File: config.mk
export PLATFORM = sky130hd
export DESIGN_NAME = rx_equalizer_adapt_control
export DESIGN_NICKNAME = d
export VERILOG_FILES = /design/src/rx_eq_pkg.sv /design/src/eq_relock_timer.sv /design/src/rx_equalizer_adapt_control.sv
export SDC_FILE = /design/constraint.sdc
export NUM_CORES = 1
export LEC_CHECK = 0
export BUFFER_PORTS_ARGS = -buffer_cell sky130_fd_sc_hd__buf_2
export CAP_MARGIN = 20
export CORE_MARGIN = 2
export CORE_UTILIZATION = 37
export CTS_CLUSTER_DIAMETER = 200
export DETAILED_ROUTE_END_ITERATION = 12
export HOLD_SLACK_MARGIN = 0.02
export PLACE_DENSITY_LB_ADDON = 0.12
export SYNTH_ARGS = -nofsm -noshare
export SYNTH_HDL_FRONTEND = slang
export SYNTH_SLANG_ARGS = --single-unit
File: constraint.sdc
create_clock -name clk_sys -period 9.2 [get_ports clk_sys]
set_input_delay 0.92 -clock clk_sys [delete_from_list [all_inputs] [get_ports clk_sys]]
set_output_delay 0.92 -clock clk_sys [all_outputs]
set_load 0.05 [all_outputs]
File: src/rx_eq_pkg.sv
// Constants, field layout and carrier types for the receive-port equalizer control
package rx_eq_pkg;

  // Register offsets on the serial control bus
  localparam logic [7:0] ADDR_LINK_DEBUG = 8'hd0;
  localparam logic [7:0] ADDR_ADAPT_CTRL = 8'hd2;
  localparam logic [7:0] ADDR_EQ_STATUS = 8'hd3;
  localparam logic [7:0] ADDR_BYPASS_SEL = 8'hd4;
  localparam logic [7:0] ADDR_EQ_LIMITS = 8'hd5;

  // Link debug register fields
  localparam int DBG_SINGLE_ERR_BIT = 0;
  localparam int DBG_CONT_ERR_BIT = 1;
  localparam int DBG_RSVD_LO_LSB = 2;
  localparam int DBG_RSVD_LO_MSB = 4;
  localparam int DBG_SELFTEST_BIT = 5;
  localparam int DBG_RSVD_HI_LSB = 6;
  localparam int DBG_RSVD_HI_MSB = 7;

  // Adapt control register fields
  localparam int CTL_FLOOR_EN_BIT = 2;
  localparam int CTL_RESTART_BIT = 3;
  localparam int CTL_FIRST_LOCK_BIT = 4;
  localparam int CTL_RELOCK_LSB = 5;
  localparam int CTL_RELOCK_MSB = 7;

  // Status register fields
  localparam int STS_B_LSB = 0;
  localparam int STS_B_MSB = 2;
  localparam int STS_A_LSB = 3;
  localparam int STS_A_MSB = 5;

  // Bypass / manual select register fields
  localparam int BYP_DISABLE_BIT = 0;
  localparam int BYP_LOWER_LSB = 1;
  localparam int BYP_LOWER_MSB = 3;
  localparam int BYP_LOCK_MODE_BIT = 4;
  localparam int BYP_UPPER_LSB = 5;
  localparam int BYP_UPPER_MSB = 7;

  // Limit register fields
  localparam int LIM_FLOOR_LSB = 0;
  localparam int LIM_FLOOR_MSB = 3;
  localparam int LIM_CEIL_LSB = 4;
  localparam int LIM_CEIL_MSB = 7;

  // Reset values and the search step
  localparam logic [2:0] RELOCK_RESET = 3'h4;
  localparam logic [2:0] UPPER_RESET = 3'h3;
  localparam logic [2:0] LOWER_RESET = 3'h0;
  localparam logic [3:0] CEIL_RESET = 4'hf;
  localparam logic [3:0] FLOOR_RESET = 4'h8;
  localparam logic [3:0] SETTING_ZERO = 4'h0;
  localparam logic [3:0] SETTING_STEP = 4'h1;
  localparam logic [7:0] READ_ZERO = 8'h00;

  // Relock timing: shortest code, doubled per code step
  localparam int CLK_PERIOD_NS = 100;
  localparam int RELOCK_BASE_NS = 164000;
  localparam int RELOCK_BASE_CYCLES = (RELOCK_BASE_NS + CLK_PERIOD_NS - 1) / CLK_PERIOD_NS;
  localparam int RELOCK_CNT_W = 18;

  // Software-held equalizer configuration
  typedef struct packed {
    logic [2:0] relock_code;
    logic first_lock_from_zero;
    logic floor_start_enable;
    logic lock_needs_adapt_done;
    logic equalizer_adapt_disable;
    logic [2:0] manual_select_upper;
    logic [2:0] manual_select_lower;
    logic [3:0] equalizer_ceiling;
    logic [3:0] equalizer_floor_setting;
  } eq_cfg_t;

  // Adaptation states, Gray coded along the search path
  typedef enum logic [2:0] {
    ST_BYPASS = 3'b000,
    ST_START = 3'b001,
    ST_SEARCH = 3'b011,
    ST_LOCKED = 3'b010
  } eq_state_t;

endpackage : rx_eq_pkg

File: src/eq_relock_timer.sv
// Relock wait timer: expires after the base time scaled by two to the code
`timescale 1ns/10ps
`default_nettype none
module eq_relock_timer #(
  parameter int BASE_CYCLES = rx_eq_pkg::RELOCK_BASE_CYCLES,
  parameter int CNT_W = rx_eq_pkg::RELOCK_CNT_W
) (
  // Clock and reset
  input wire logic clk_sys,
  input wire logic rstn,
  // Control
  input wire logic clear,
  input wire logic [2:0] code,
  // Result
  output logic expire
);
  import rx_eq_pkg::*;

  logic [CNT_W-1:0] count_q;
  logic [CNT_W-1:0] count_d;
  logic [CNT_W-1:0] limit;
  logic at_limit;

  // Limit shifts the base count left by the code, so each code doubles the wait
  // Last count of the wait is one less than base shifted by code, so the period is exactly base times two to the code
  assign limit = (CNT_W'(BASE_CYCLES) << code) - CNT_W'(1);
  assign at_limit = (count_q >= limit);
  assign expire = at_limit & ~clear;
  assign count_d = (clear | at_limit) ? '0 : count_q + CNT_W'(1);

  // Free-running count, wrapping itself at the limit and restarted by the caller's clear
  always_ff @(posedge clk_sys or negedge rstn) begin
    if (!rstn) begin
      count_q <= '0;
    end else begin
      count_q <= count_d;
    end
  end

endmodule : eq_relock_timer
`default_nettype wire

File: src/rx_equalizer_adapt_control.sv
// Receive-port equalizer adaptation control, status and back-channel error injection
`timescale 1ns/10ps
`default_nettype none
// Contract
// RULE_01 - Debug bit 5 mirrors remote self-test, read-only
// RULE_02 - Continuous error bit corrupts every back-channel frame
// RULE_03 - Single error bit corrupts one frame, self-clears
// RULE_04 - Relock wait doubles per code, reset code 4
// RULE_05 - First-lock mode restarts adaptation from zero
// RULE_06 - Restart bit restarts adaptation, self-clears
// RULE_07 - Floor-start begins adaptation at floor value
// RULE_08 - Two read-only 3-bit status codes
// RULE_09 - Bypass drives upper select from stage-one field
// RULE_10 - Bypass drives lower select from stage-two field
// RULE_11 - Lock qualification requires adaptation complete
// RULE_12 - Bypass bit disables adaptation, manual selects used
// RULE_13 - Adaptation never exceeds ceiling field
// RULE_14 - Floor field, reset 8, supplies start setting
// RULE_15 - Timeout at ceiling wraps back to start
module rx_equalizer_adapt_control #(
  parameter int RELOCK_BASE_CYCLES = rx_eq_pkg::RELOCK_BASE_CYCLES
) (
  // Clock and reset
  input wire logic clk_sys,
  input wire logic rstn,
  // Register port from the serial control bus decoder
  input wire logic [7:0] reg_addr,
  input wire logic [7:0] reg_wdata,
  input wire logic reg_wr,
  output logic [7:0] reg_rdata,
  // Link status from the receiver front end (asynchronous)
  input wire logic remote_selftest_in,
  input wire logic cdr_lock_in,
  // Back channel transmitter
  input wire logic bc_frame_start,
  output logic bc_frame_corrupt,
  // Equalizer control and lock report
  output logic [5:0] eq_select,
  output logic adapt_done,
  output logic rx_lock
);
  import rx_eq_pkg::*;

  // Two-flop synchronisers for selftest (bit 0) and lock (bit 1)
  logic [1:0] async_in;
  logic [1:0] sync1_q;
  logic [1:0] sync2_q;
  assign async_in = {cdr_lock_in, remote_selftest_in};

  genvar gi;
  generate
    for (gi = 0; gi < 2; gi++) begin : g_sync
      always_ff @(posedge clk_sys or negedge rstn) begin
        if (!rstn) begin
          sync1_q[gi] <= 1'b0;
          sync2_q[gi] <= 1'b0;
        end else begin
          sync1_q[gi] <= async_in[gi];
          sync2_q[gi] <= sync1_q[gi];
        end
      end
    end
  endgenerate

  logic selftest_s;
  logic lock_s;
  assign selftest_s = sync2_q[0];
  assign lock_s = sync2_q[1];

  // Register write decode
  logic wr_dbg;
  logic wr_ctl;
  logic wr_byp;
  logic wr_lim;
  assign wr_dbg = reg_wr & (reg_addr == ADDR_LINK_DEBUG);
  assign wr_ctl = reg_wr & (reg_addr == ADDR_ADAPT_CTRL);
  assign wr_byp = reg_wr & (reg_addr == ADDR_BYPASS_SEL);
  assign wr_lim = reg_wr & (reg_addr == ADDR_EQ_LIMITS);

  logic restart_req;
  logic single_err_req;
  assign restart_req = wr_ctl & reg_wdata[CTL_RESTART_BIT];
  assign single_err_req = wr_dbg & reg_wdata[DBG_SINGLE_ERR_BIT];

  // Configuration and debug storage
  eq_cfg_t cfg_q;
  logic cont_err_q;
  logic single_err_q;
  logic [4:0] dbg_rsvd_q;
  logic single_used;

  always_ff @(posedge clk_sys or negedge rstn) begin
    if (!rstn) begin
      cfg_q.relock_code <= RELOCK_RESET;
      cfg_q.first_lock_from_zero <= 1'b0;
      cfg_q.floor_start_enable <= 1'b0;
      cfg_q.lock_needs_adapt_done <= 1'b0;
      cfg_q.equalizer_adapt_disable <= 1'b0;
      cfg_q.manual_select_upper <= UPPER_RESET;
      cfg_q.manual_select_lower <= LOWER_RESET;
      cfg_q.equalizer_ceiling <= CEIL_RESET; // [RULE_13]
      cfg_q.equalizer_floor_setting <= FLOOR_RESET; // [RULE_14]
    end else begin
      if (wr_ctl) begin
        cfg_q.relock_code <= reg_wdata[CTL_RELOCK_MSB:CTL_RELOCK_LSB];
        cfg_q.first_lock_from_zero <= reg_wdata[CTL_FIRST_LOCK_BIT];
        cfg_q.floor_start_enable <= reg_wdata[CTL_FLOOR_EN_BIT];
      end
      if (wr_byp) begin
        cfg_q.manual_select_upper <= reg_wdata[BYP_UPPER_MSB:BYP_UPPER_LSB];
        cfg_q.lock_needs_adapt_done <= reg_wdata[BYP_LOCK_MODE_BIT];
        cfg_q.manual_select_lower <= reg_wdata[BYP_LOWER_MSB:BYP_LOWER_LSB];
        cfg_q.equalizer_adapt_disable <= reg_wdata[BYP_DISABLE_BIT];
      end
      if (wr_lim) begin
        cfg_q.equalizer_ceiling <= reg_wdata[LIM_CEIL_MSB:LIM_CEIL_LSB];
        cfg_q.equalizer_floor_setting <= reg_wdata[LIM_FLOOR_MSB:LIM_FLOOR_LSB];
      end
    end
  end

  // Single error is spent on the next frame start; a new write wins over the spend
  assign single_used = bc_frame_start & single_err_q;

  always_ff @(posedge clk_sys or negedge rstn) begin
    if (!rstn) begin
      cont_err_q <= 1'b0;
      single_err_q <= 1'b0;
      dbg_rsvd_q <= '0;
    end else begin
      if (wr_dbg) begin
        cont_err_q <= reg_wdata[DBG_CONT_ERR_BIT];
        dbg_rsvd_q <= {reg_wdata[DBG_RSVD_HI_MSB:DBG_RSVD_HI_LSB], reg_wdata[DBG_RSVD_LO_MSB:DBG_RSVD_LO_LSB]};
      end
      single_err_q <= single_err_req | (single_err_q & ~single_used); // [RULE_03]
    end
  end

  // Corruption flag marks the frame that starts in the previous cycle
  logic bc_corrupt_q;
  always_ff @(posedge clk_sys or negedge rstn) begin
    if (!rstn) begin
      bc_corrupt_q <= 1'b0;
    end else begin
      bc_corrupt_q <= bc_frame_start & (cont_err_q | single_err_q); // [RULE_02] [RULE_03]
    end
  end
  assign bc_frame_corrupt = bc_corrupt_q;

  // Adaptation state machine
  eq_state_t state_q;
  eq_state_t state_d;
  logic [3:0] setting_q;
  logic [3:0] setting_d;
  logic first_seen_q;
  logic first_seen_d;
  logic timer_clear;
  logic timer_expire;
  logic [3:0] start_value;
  logic [3:0] start_clamped;
  logic at_ceiling;

  assign start_value = cfg_q.floor_start_enable ? cfg_q.equalizer_floor_setting : SETTING_ZERO; // [RULE_07] [RULE_14]
  // A floor above the ceiling is held at the ceiling rather than overshooting
  assign start_clamped = (start_value > cfg_q.equalizer_ceiling) ? cfg_q.equalizer_ceiling : start_value; // [RULE_13]
  assign at_ceiling = (setting_q >= cfg_q.equalizer_ceiling);

  always_comb begin
    state_d = state_q;
    setting_d = setting_q;
    first_seen_d = first_seen_q;
    timer_clear = 1'b0;
    if (cfg_q.equalizer_adapt_disable) begin
      state_d = ST_BYPASS; // [RULE_12]
      timer_clear = 1'b1;
    end else if (restart_req) begin
      state_d = ST_START; // [RULE_06]
      timer_clear = 1'b1;
    end else begin
      case (state_q)
        ST_BYPASS: begin
          state_d = ST_START;
          timer_clear = 1'b1;
        end
        ST_START: begin
          setting_d = start_clamped;
          state_d = ST_SEARCH;
          timer_clear = 1'b1;
        end
        ST_SEARCH: begin
          if (lock_s && cfg_q.first_lock_from_zero && !first_seen_q) begin
            // First lock forces a fresh search from zero for a repeatable result
            first_seen_d = 1'b1;
            setting_d = SETTING_ZERO; // [RULE_05]
            timer_clear = 1'b1;
          end else if (lock_s) begin
            first_seen_d = 1'b1;
            state_d = ST_LOCKED;
            timer_clear = 1'b1;
          end else if (timer_expire) begin
            if (at_ceiling) begin
              setting_d = start_clamped; // [RULE_15] [RULE_13]
            end else begin
              setting_d = setting_q + SETTING_STEP; // [RULE_04]
            end
          end
        end
        ST_LOCKED: begin
          if (!lock_s) begin
            state_d = ST_SEARCH;
            timer_clear = 1'b1;
          end
        end
        default: begin
          state_d = ST_START;
          timer_clear = 1'b1;
        end
      endcase
    end
  end

  always_ff @(posedge clk_sys or negedge rstn) begin
    if (!rstn) begin
      state_q <= ST_START;
      setting_q <= SETTING_ZERO;
      first_seen_q <= 1'b0;
    end else begin
      state_q <= state_d;
      setting_q <= setting_d;
      first_seen_q <= first_seen_d;
    end
  end

  // Relock wait per setting, selected by the 3-bit code
  eq_relock_timer #(
    .BASE_CYCLES(RELOCK_BASE_CYCLES),
    .CNT_W(RELOCK_CNT_W)
  ) u_relock_timer (
    .clk_sys(clk_sys),
    .rstn(rstn),
    .clear(timer_clear),
    .code(cfg_q.relock_code), // [RULE_04]
    .expire(timer_expire)
  );

  // Select outputs: manual fields in bypass, search setting otherwise
  logic [5:0] select_d;
  logic [5:0] select_q;
  logic done_q;
  assign select_d = cfg_q.equalizer_adapt_disable ?
                    {cfg_q.manual_select_upper, cfg_q.manual_select_lower} : // [RULE_09] [RULE_10] [RULE_12]
                    {2'b00, setting_q};

  always_ff @(posedge clk_sys or negedge rstn) begin
    if (!rstn) begin
      select_q <= '0;
      done_q <= 1'b0;
    end else begin
      select_q <= select_d;
      done_q <= (state_d == ST_LOCKED) | (state_d == ST_BYPASS);
    end
  end
  assign eq_select = select_q;
  assign adapt_done = done_q;

  // Reported lock, optionally qualified by finished adaptation
  logic lock_q;
  always_ff @(posedge clk_sys or negedge rstn) begin
    if (!rstn) begin
      lock_q <= 1'b0;
    end else begin
      lock_q <= cfg_q.lock_needs_adapt_done ? (lock_s & done_q) : lock_s; // [RULE_11]
    end
  end
  assign rx_lock = lock_q;

  // Read mux; restart bit always reads zero since it never stores
  logic [7:0] dbg_rd;
  logic [7:0] ctl_rd;
  logic [7:0] sts_rd;
  logic [7:0] byp_rd;
  logic [7:0] lim_rd;
  logic [7:0] rdata_d;
  logic [7:0] rdata_q;

  always_comb begin
    dbg_rd = READ_ZERO;
    dbg_rd[DBG_RSVD_HI_MSB:DBG_RSVD_HI_LSB] = dbg_rsvd_q[4:3];
    dbg_rd[DBG_SELFTEST_BIT] = selftest_s; // [RULE_01]
    dbg_rd[DBG_RSVD_LO_MSB:DBG_RSVD_LO_LSB] = dbg_rsvd_q[2:0];
    dbg_rd[DBG_CONT_ERR_BIT] = cont_err_q;
    dbg_rd[DBG_SINGLE_ERR_BIT] = single_err_q;
    ctl_rd = READ_ZERO;
    ctl_rd[CTL_RELOCK_MSB:CTL_RELOCK_LSB] = cfg_q.relock_code;
    ctl_rd[CTL_FIRST_LOCK_BIT] = cfg_q.first_lock_from_zero;
    ctl_rd[CTL_FLOOR_EN_BIT] = cfg_q.floor_start_enable;
    sts_rd = READ_ZERO;
    sts_rd[STS_A_MSB:STS_A_LSB] = state_q; // [RULE_08]
    sts_rd[STS_B_MSB:STS_B_LSB] = setting_q[3:1]; // [RULE_08]
    byp_rd = READ_ZERO;
    byp_rd[BYP_UPPER_MSB:BYP_UPPER_LSB] = cfg_q.manual_select_upper;
    byp_rd[BYP_LOCK_MODE_BIT] = cfg_q.lock_needs_adapt_done;
    byp_rd[BYP_LOWER_MSB:BYP_LOWER_LSB] = cfg_q.manual_select_lower;
    byp_rd[BYP_DISABLE_BIT] = cfg_q.equalizer_adapt_disable;
    lim_rd = {cfg_q.equalizer_ceiling, cfg_q.equalizer_floor_setting};
    case (reg_addr)
      ADDR_LINK_DEBUG: rdata_d = dbg_rd;
      ADDR_ADAPT_CTRL: rdata_d = ctl_rd;
      ADDR_EQ_STATUS: rdata_d = sts_rd;
      ADDR_BYPASS_SEL: rdata_d = byp_rd;
      ADDR_EQ_LIMITS: rdata_d = lim_rd;
      default: rdata_d = READ_ZERO;
    endcase
  end

  always_ff @(posedge clk_sys or negedge rstn) begin
    if (!rstn) begin
      rdata_q <= READ_ZERO;
    end else begin
      rdata_q <= rdata_d;
    end
  end
  assign reg_rdata = rdata_q;

endmodule : rx_equalizer_adapt_control
`default_nettype wire

# After elaboration in Yosys (flattened, before gate mapping)
# Cells that the tools add are included.
[op_classes]
n_addsub = 3
magnitude_cmp = 3
eq_ne = 11
shifts = 1
muxes = 25
bitwise = 19
n_reduce_logical = 8
[op_table]
columns = ["operator", "n"]
rows = [
  ["8-bit == test (second input constant)", 5],
  ["8-bit one-hot mux with 5 select lines", 1],
  ["4-bit 2-to-1 mux", 6],
  ["18-bit by 1-bit adder with 18-bit output (second input constant)", 1],
  ["18-bit >= comparator", 1],
  ["18-bit 2-to-1 mux", 1],
  ["11-bit by 3-bit left shift with 18-bit output (first input constant)", 1],
  ["18-bit by 2-bit subtractor with 18-bit output (second input constant)", 1],
  ["3-bit 2-to-1 mux", 5],
  ["1-bit bitwise AND", 11],
  ["3-bit by 2-bit == test with 1-bit output (second input constant)", 3],
  ["3-bit one-hot mux with 3 select lines", 1],
  ["1-bit 2-to-1 mux", 8],
  ["4-bit one-hot mux with 2 select lines", 1],
  ["6-bit 2-to-1 mux", 1],
  ["3-bit != test (second input constant)", 2],
  ["5-bit AND reduction", 1],
  ["4-bit by 1-bit adder with 4-bit output (second input constant)", 1],
  ["4-bit >= comparator", 1],
  ["4-bit > comparator", 1],
  ["1-bit NOT", 4],
  ["1-bit bitwise OR", 4],
  ["4-bit AND reduction", 1],
  ["2-bit nonzero test", 2],
  ["other kinds (5)", 6],
]
[word_totals]
reg_bits = 75
inputBits = 22
out_inout_bits = 17
word_cells = 95

# Longest topological paths before layout
[depth]
depth_word = 12
mapped_depth = 16
ltp_nobuf = 14

# Modules after synthesis
# A second synthesis with hierarchy kept.
[unflattened]
cells_unflattened = 370
area_unflattened_um2 = 4162.7
[modules_own_cells]
columns = ["mod", "n_inst", "cells_per_inst", "area_per_inst_um2", "seq_area_each_um2"]
rows = [
  ["rx_equalizer_adapt_control", 1, 223, 2735.1, 1437.6],
  ["eq_relock_timer", 1, 147, 1427.6, 450.4],
]

# Worst setup path after synthesis
# OpenSTA, ideal clock, no wires.
[synth_path]
path_type = "register to register"
startpoint = "register cfg_q[19] (netlist name)"
endpoint = "register setting_q[1]"
setup_time_ns = 0.125
arrival_ns = 3.067
t_required_ns = 9.075
setup_slack_ns = 6.008
stages_incl_launch_ff = 14
n_path_buf = 0
synth_period_minus_slack_ns = 3.192
path_cell_list = "dfrtp_1 > inv_1 > ha_1 > nand2b_1 > ha_1 > o2111a_1 > o21ai_0 > a31oi_1 > ha_1 > nand3_1 > or3b_2 > nand4_1 > and3_1 > mux2_2"
[synth_between]
elab_chain_cells = 6
[synth_rtl]
columns = ["item", "line_no", "text"]
rows = [
  ["from (decl)", "rx_equalizer_adapt_control.sv:86", "eq_cfg_t cfg_q;"],
  ["11-bit by 3-bit left shift with 18-bit output", "eq_relock_timer.sv:26", "assign limit = (CNT_W'(BASE_CYCLES) << code) - CNT_W'(1);"],
  ["18-bit by 2-bit subtractor with 18-bit output", "eq_relock_timer.sv:26", ""],
  ["18-bit >= comparator", "eq_relock_timer.sv:27", "assign at_limit = (count_q >= limit);"],
  ["1-bit bitwise AND", "eq_relock_timer.sv:28", "assign expire = at_limit & ~clear;"],
  ["3-bit != test (no source line)", "-", ""],
  ["5-bit AND reduction (no source line)", "-", ""],
  ["to (signal assigned)", "rx_equalizer_adapt_control.sv:229", "setting_q <= setting_d;"],
  ["to (decl)", "rx_equalizer_adapt_control.sv:153", "logic [3:0] setting_q;"],
]
# Every way passes these cells.
# A chain may end at the register's enable or synchronous reset.

# Worst setup path in the final report
# Ends and elaborated chain as after synthesis.

==> summary.txt <==
Outcome
  – Outcome: completed

Synthesis
  – Post-synth top area share: 40.9%
  – Synth warn: 0
  – Cells after Synth: 370
  – Synth area leader: dfrtp_1
  – Ys async rst share: 100%
  – EDFF count, synth: 0
  – Cell Area, Synth: around 4000 um^2
  – Synth Register Bits: 75
  – Avg Cell Area, Syn: 10.9 um^2
  – Sequential area share after synthesis: 46.8%
  – Yosys cell types: 51
  – Top post-synthesis cells by area: dfrtp_1, ha_1, mux2_2
  – Post-Syn Nets: 425
  – Predominant post-synthesis flop cell: dfrtp_1

Power
  – Leakage: 2.11 nW
  – Pwr Total: 0.656 mW
  – Peak VDD IR: roughly 80 uV
  – Power Density: 145 nW/um^2

Finish
  – Post-route cell area: 4540 um^2
  – Ant. Diodes: 0
  – Area of the multi-input gates: 2050 um^2
  – Sequential Area: ~1900 um^2
  – Finished Layout Cells: 556
  – Nets: 466
  – Area Overhead vs Synth: 12.3%
  – # fillers: 1,077
  – Leading cell type in the layout, fill and taps excluded: dfrtp_1
  – Most frequent cells in the layout: dfrtp_1, buf_2, mux2_2, ha_1
  – Layout cells sized above 1: roughly a quarter
  – Final design utilization: 42.2%

CTS
  – Clock buffer depth: 2
  – # resized after CTS: 0
  – Hold Buf Count CTS: 0
  – Root Driver: clkbuf_8
  – Clock sink total: 75
  – H-tree depth: 3
  – Worst-skew pair later-pin latency: 0.37 ns
  – CTS buffer count: 9
  – CTS tree: done
  – Worst-path clk slew: 0.07 ns
  – Post-CTS setup buffers: 0

Worst setup path
  – Crit-path max FO: 9
  – Cell repeated most along the worst path: ha_1
  – Slowest cell on crit path: dfrtp_1
  – R2R Setup Slk: 5.64 ns
  – Crit path launch type: flip-flop
  – WS Path Type: flip-flop to flip-flop
  – WP data required: 9.44 ns
  – Worst Setup End Kind: flip-flop
  – Crit path cell chain: inv_1 > ha_1 > nand2b_1 > ha_1 > o2111a_1 > o21ai_0 > a31oi_1 > ha_1 > nand3_1 > or3b_2 > nand4_1 > and3_1 > mux2_2
  – Crit path DAT: 3.81 ns
  – Slowest stage delay, CP: 0.48 ns

STA
  – Final Setup Violations: 0
  – Post-route minimum period: 3.56 ns
  – Fin. Hold Viols: 0
  – Hold slack: 0.355 ns
  – Part of the cycle the worst path needs: 38.7%
  – Final setup margin: 5.64 ns
  – FMAX: between 200 and 300 MHz
  – Worst-Margin Slew: between 0.9 and 1 ns
  – Clock skew: 0.0162 ns
  – RSZ-0062 raised after global routing: false
  – Slew HR: 37.9%
  – Max Transition Viols Final: 0
  – Post-route setup TNS: 0 ns

Min path
  – Worst Hold Class: flip-flop to flip-flop

Global route
  – Total gr overflow: 0
  – GRT Util Overall: 16.6%
  – Antenna violations before repair: 0
  – Vias in the first global route: 2,828
  – Largest net degree at the start of global routing: 76
  – First-pass GRT wire length: between 10 and 15 mm

Place
  – Port bufs: 38
  – Post-DP Area: 4360 um^2
  – Setup slack at placement: ~5.6 ns
  – Cells after DPL: 540
  – GP Congestion: slightly above 0.8
  – Final HPWL DP: 6.36 mm

Die
  – Io pins: 39
  – Initial core utilization: 37.6%
  – Die Y: 108 um
  – FP Rows: 38
  – Die footprint: 11,800 um^2
  – Core area: between 10,000 and 15,000 um^2
  – Die width: approximately 110 um

Drt
  – Routed Antenna Nets: 0
  – Via Count: 2,895
  – Final wirelength: 8.88 mm
  – DRC Markers: 0
  – Starting DRC count in detailed routing: 113
  – Pre-antenna DRT Iters: 6
  – Via/cell ratio: about 5.2
  – Avg WL per Cell: 16.0 um

Run
  – Max-cap check violation count: 0
-- power breakdown --
part,switching [mW],internal [mW]
clock network,0.126,0.105
logic,0.0426,0.0273
registers,0.0126,0.342
total,0.181,0.475
-- Yosys cell counts, drive strengths merged (2+ instances only) --
master	instances
nor2	31
nor4b	2
o21a	3
a222oi	5
a22o	3
nor3	6
dfstp	9
nand4	10
xnor2	9
nand2	32
o21ai	16
and3	6
nor3b	2
a221o	3
buf	2
dfrtp	66
and2	6
ha	33
a211oi	2
nor4	2
clkbuf	6
o2bb2ai	2
nor2b	3
nand2b	5
or3	4
a21oi	9
inv	14
nand3	20
xor2	12
mux2	33
-- path summary, 6_finish.rpt --
check,start,endpoint,cells after the start
worst max-delay path,cfg_q[19],setting_q[1],13
worst min-delay path,sync1_q[1],lock_s,0
worst max register to register,cfg_q[19],setting_q[1],13
worst min register to register,sync1_q[1],lock_s,0
max in group asynchronous,rstn,cfg_q[0],1
min in group asynchronous,rstn,u_relock_timer.count_q[4],1
-- cells by family (layout without fill, tap and decap cells) --
family                   Yosys count  after routing  synth area share, %
buffers and inverters             22             68                 2.51
flip-flops                        75             75                 46.8
AND/OR/NAND/NOR                  132            132                 17.5
other                              1              1               0.0929
adder cells (fa/ha/maj)           33             33                 10.2
multiplexers                      34             34                 9.45
AO/OA/AOI/OAI                     52             52                 8.93
XOR/XNOR                          21             21                 4.56
-- sequential cells by signal, indices dropped and copies added (netlist names), 2 cells and up --
name	count
byp_rd	8
cfg_q	13
dbg_rsvd_q	5
eq_select	6
reg_rdata	8
setting_q	4
state_q	3
sync1_q	2
u_relock_timer.count_q	18
-- area by class of cell --
type,instances,share of cell area (%)
Tap cell,140,3.86
Sequential cell,75,41.6
Clock inverter,4,0.607
Multi-Input combinational cell,273,45.3
Timing Repair Buffer,38,4.25
Clock buffer,12,3.20
Inverter,14,1.16
-- routing by layer --
metal	vias up	GRT usage, %	share of wire [%]
li1	1408	-	-
met1	1425	22.1	48
met2	50	24.6	45
met3	12	4.28	4.7
met4	0	8.70	2.3
met5	-	0	0
-- critical path: cells and delay by family (launching register included) --
kind	cells	cell delay, ns
simple gates	5	1.01
mux	1	0.34
flops	1	0.48
compound gates	3	0.54
buf+inv	1	0.25
fa+ha+maj	3	0.81
Power figures use the tool's default switching activity.
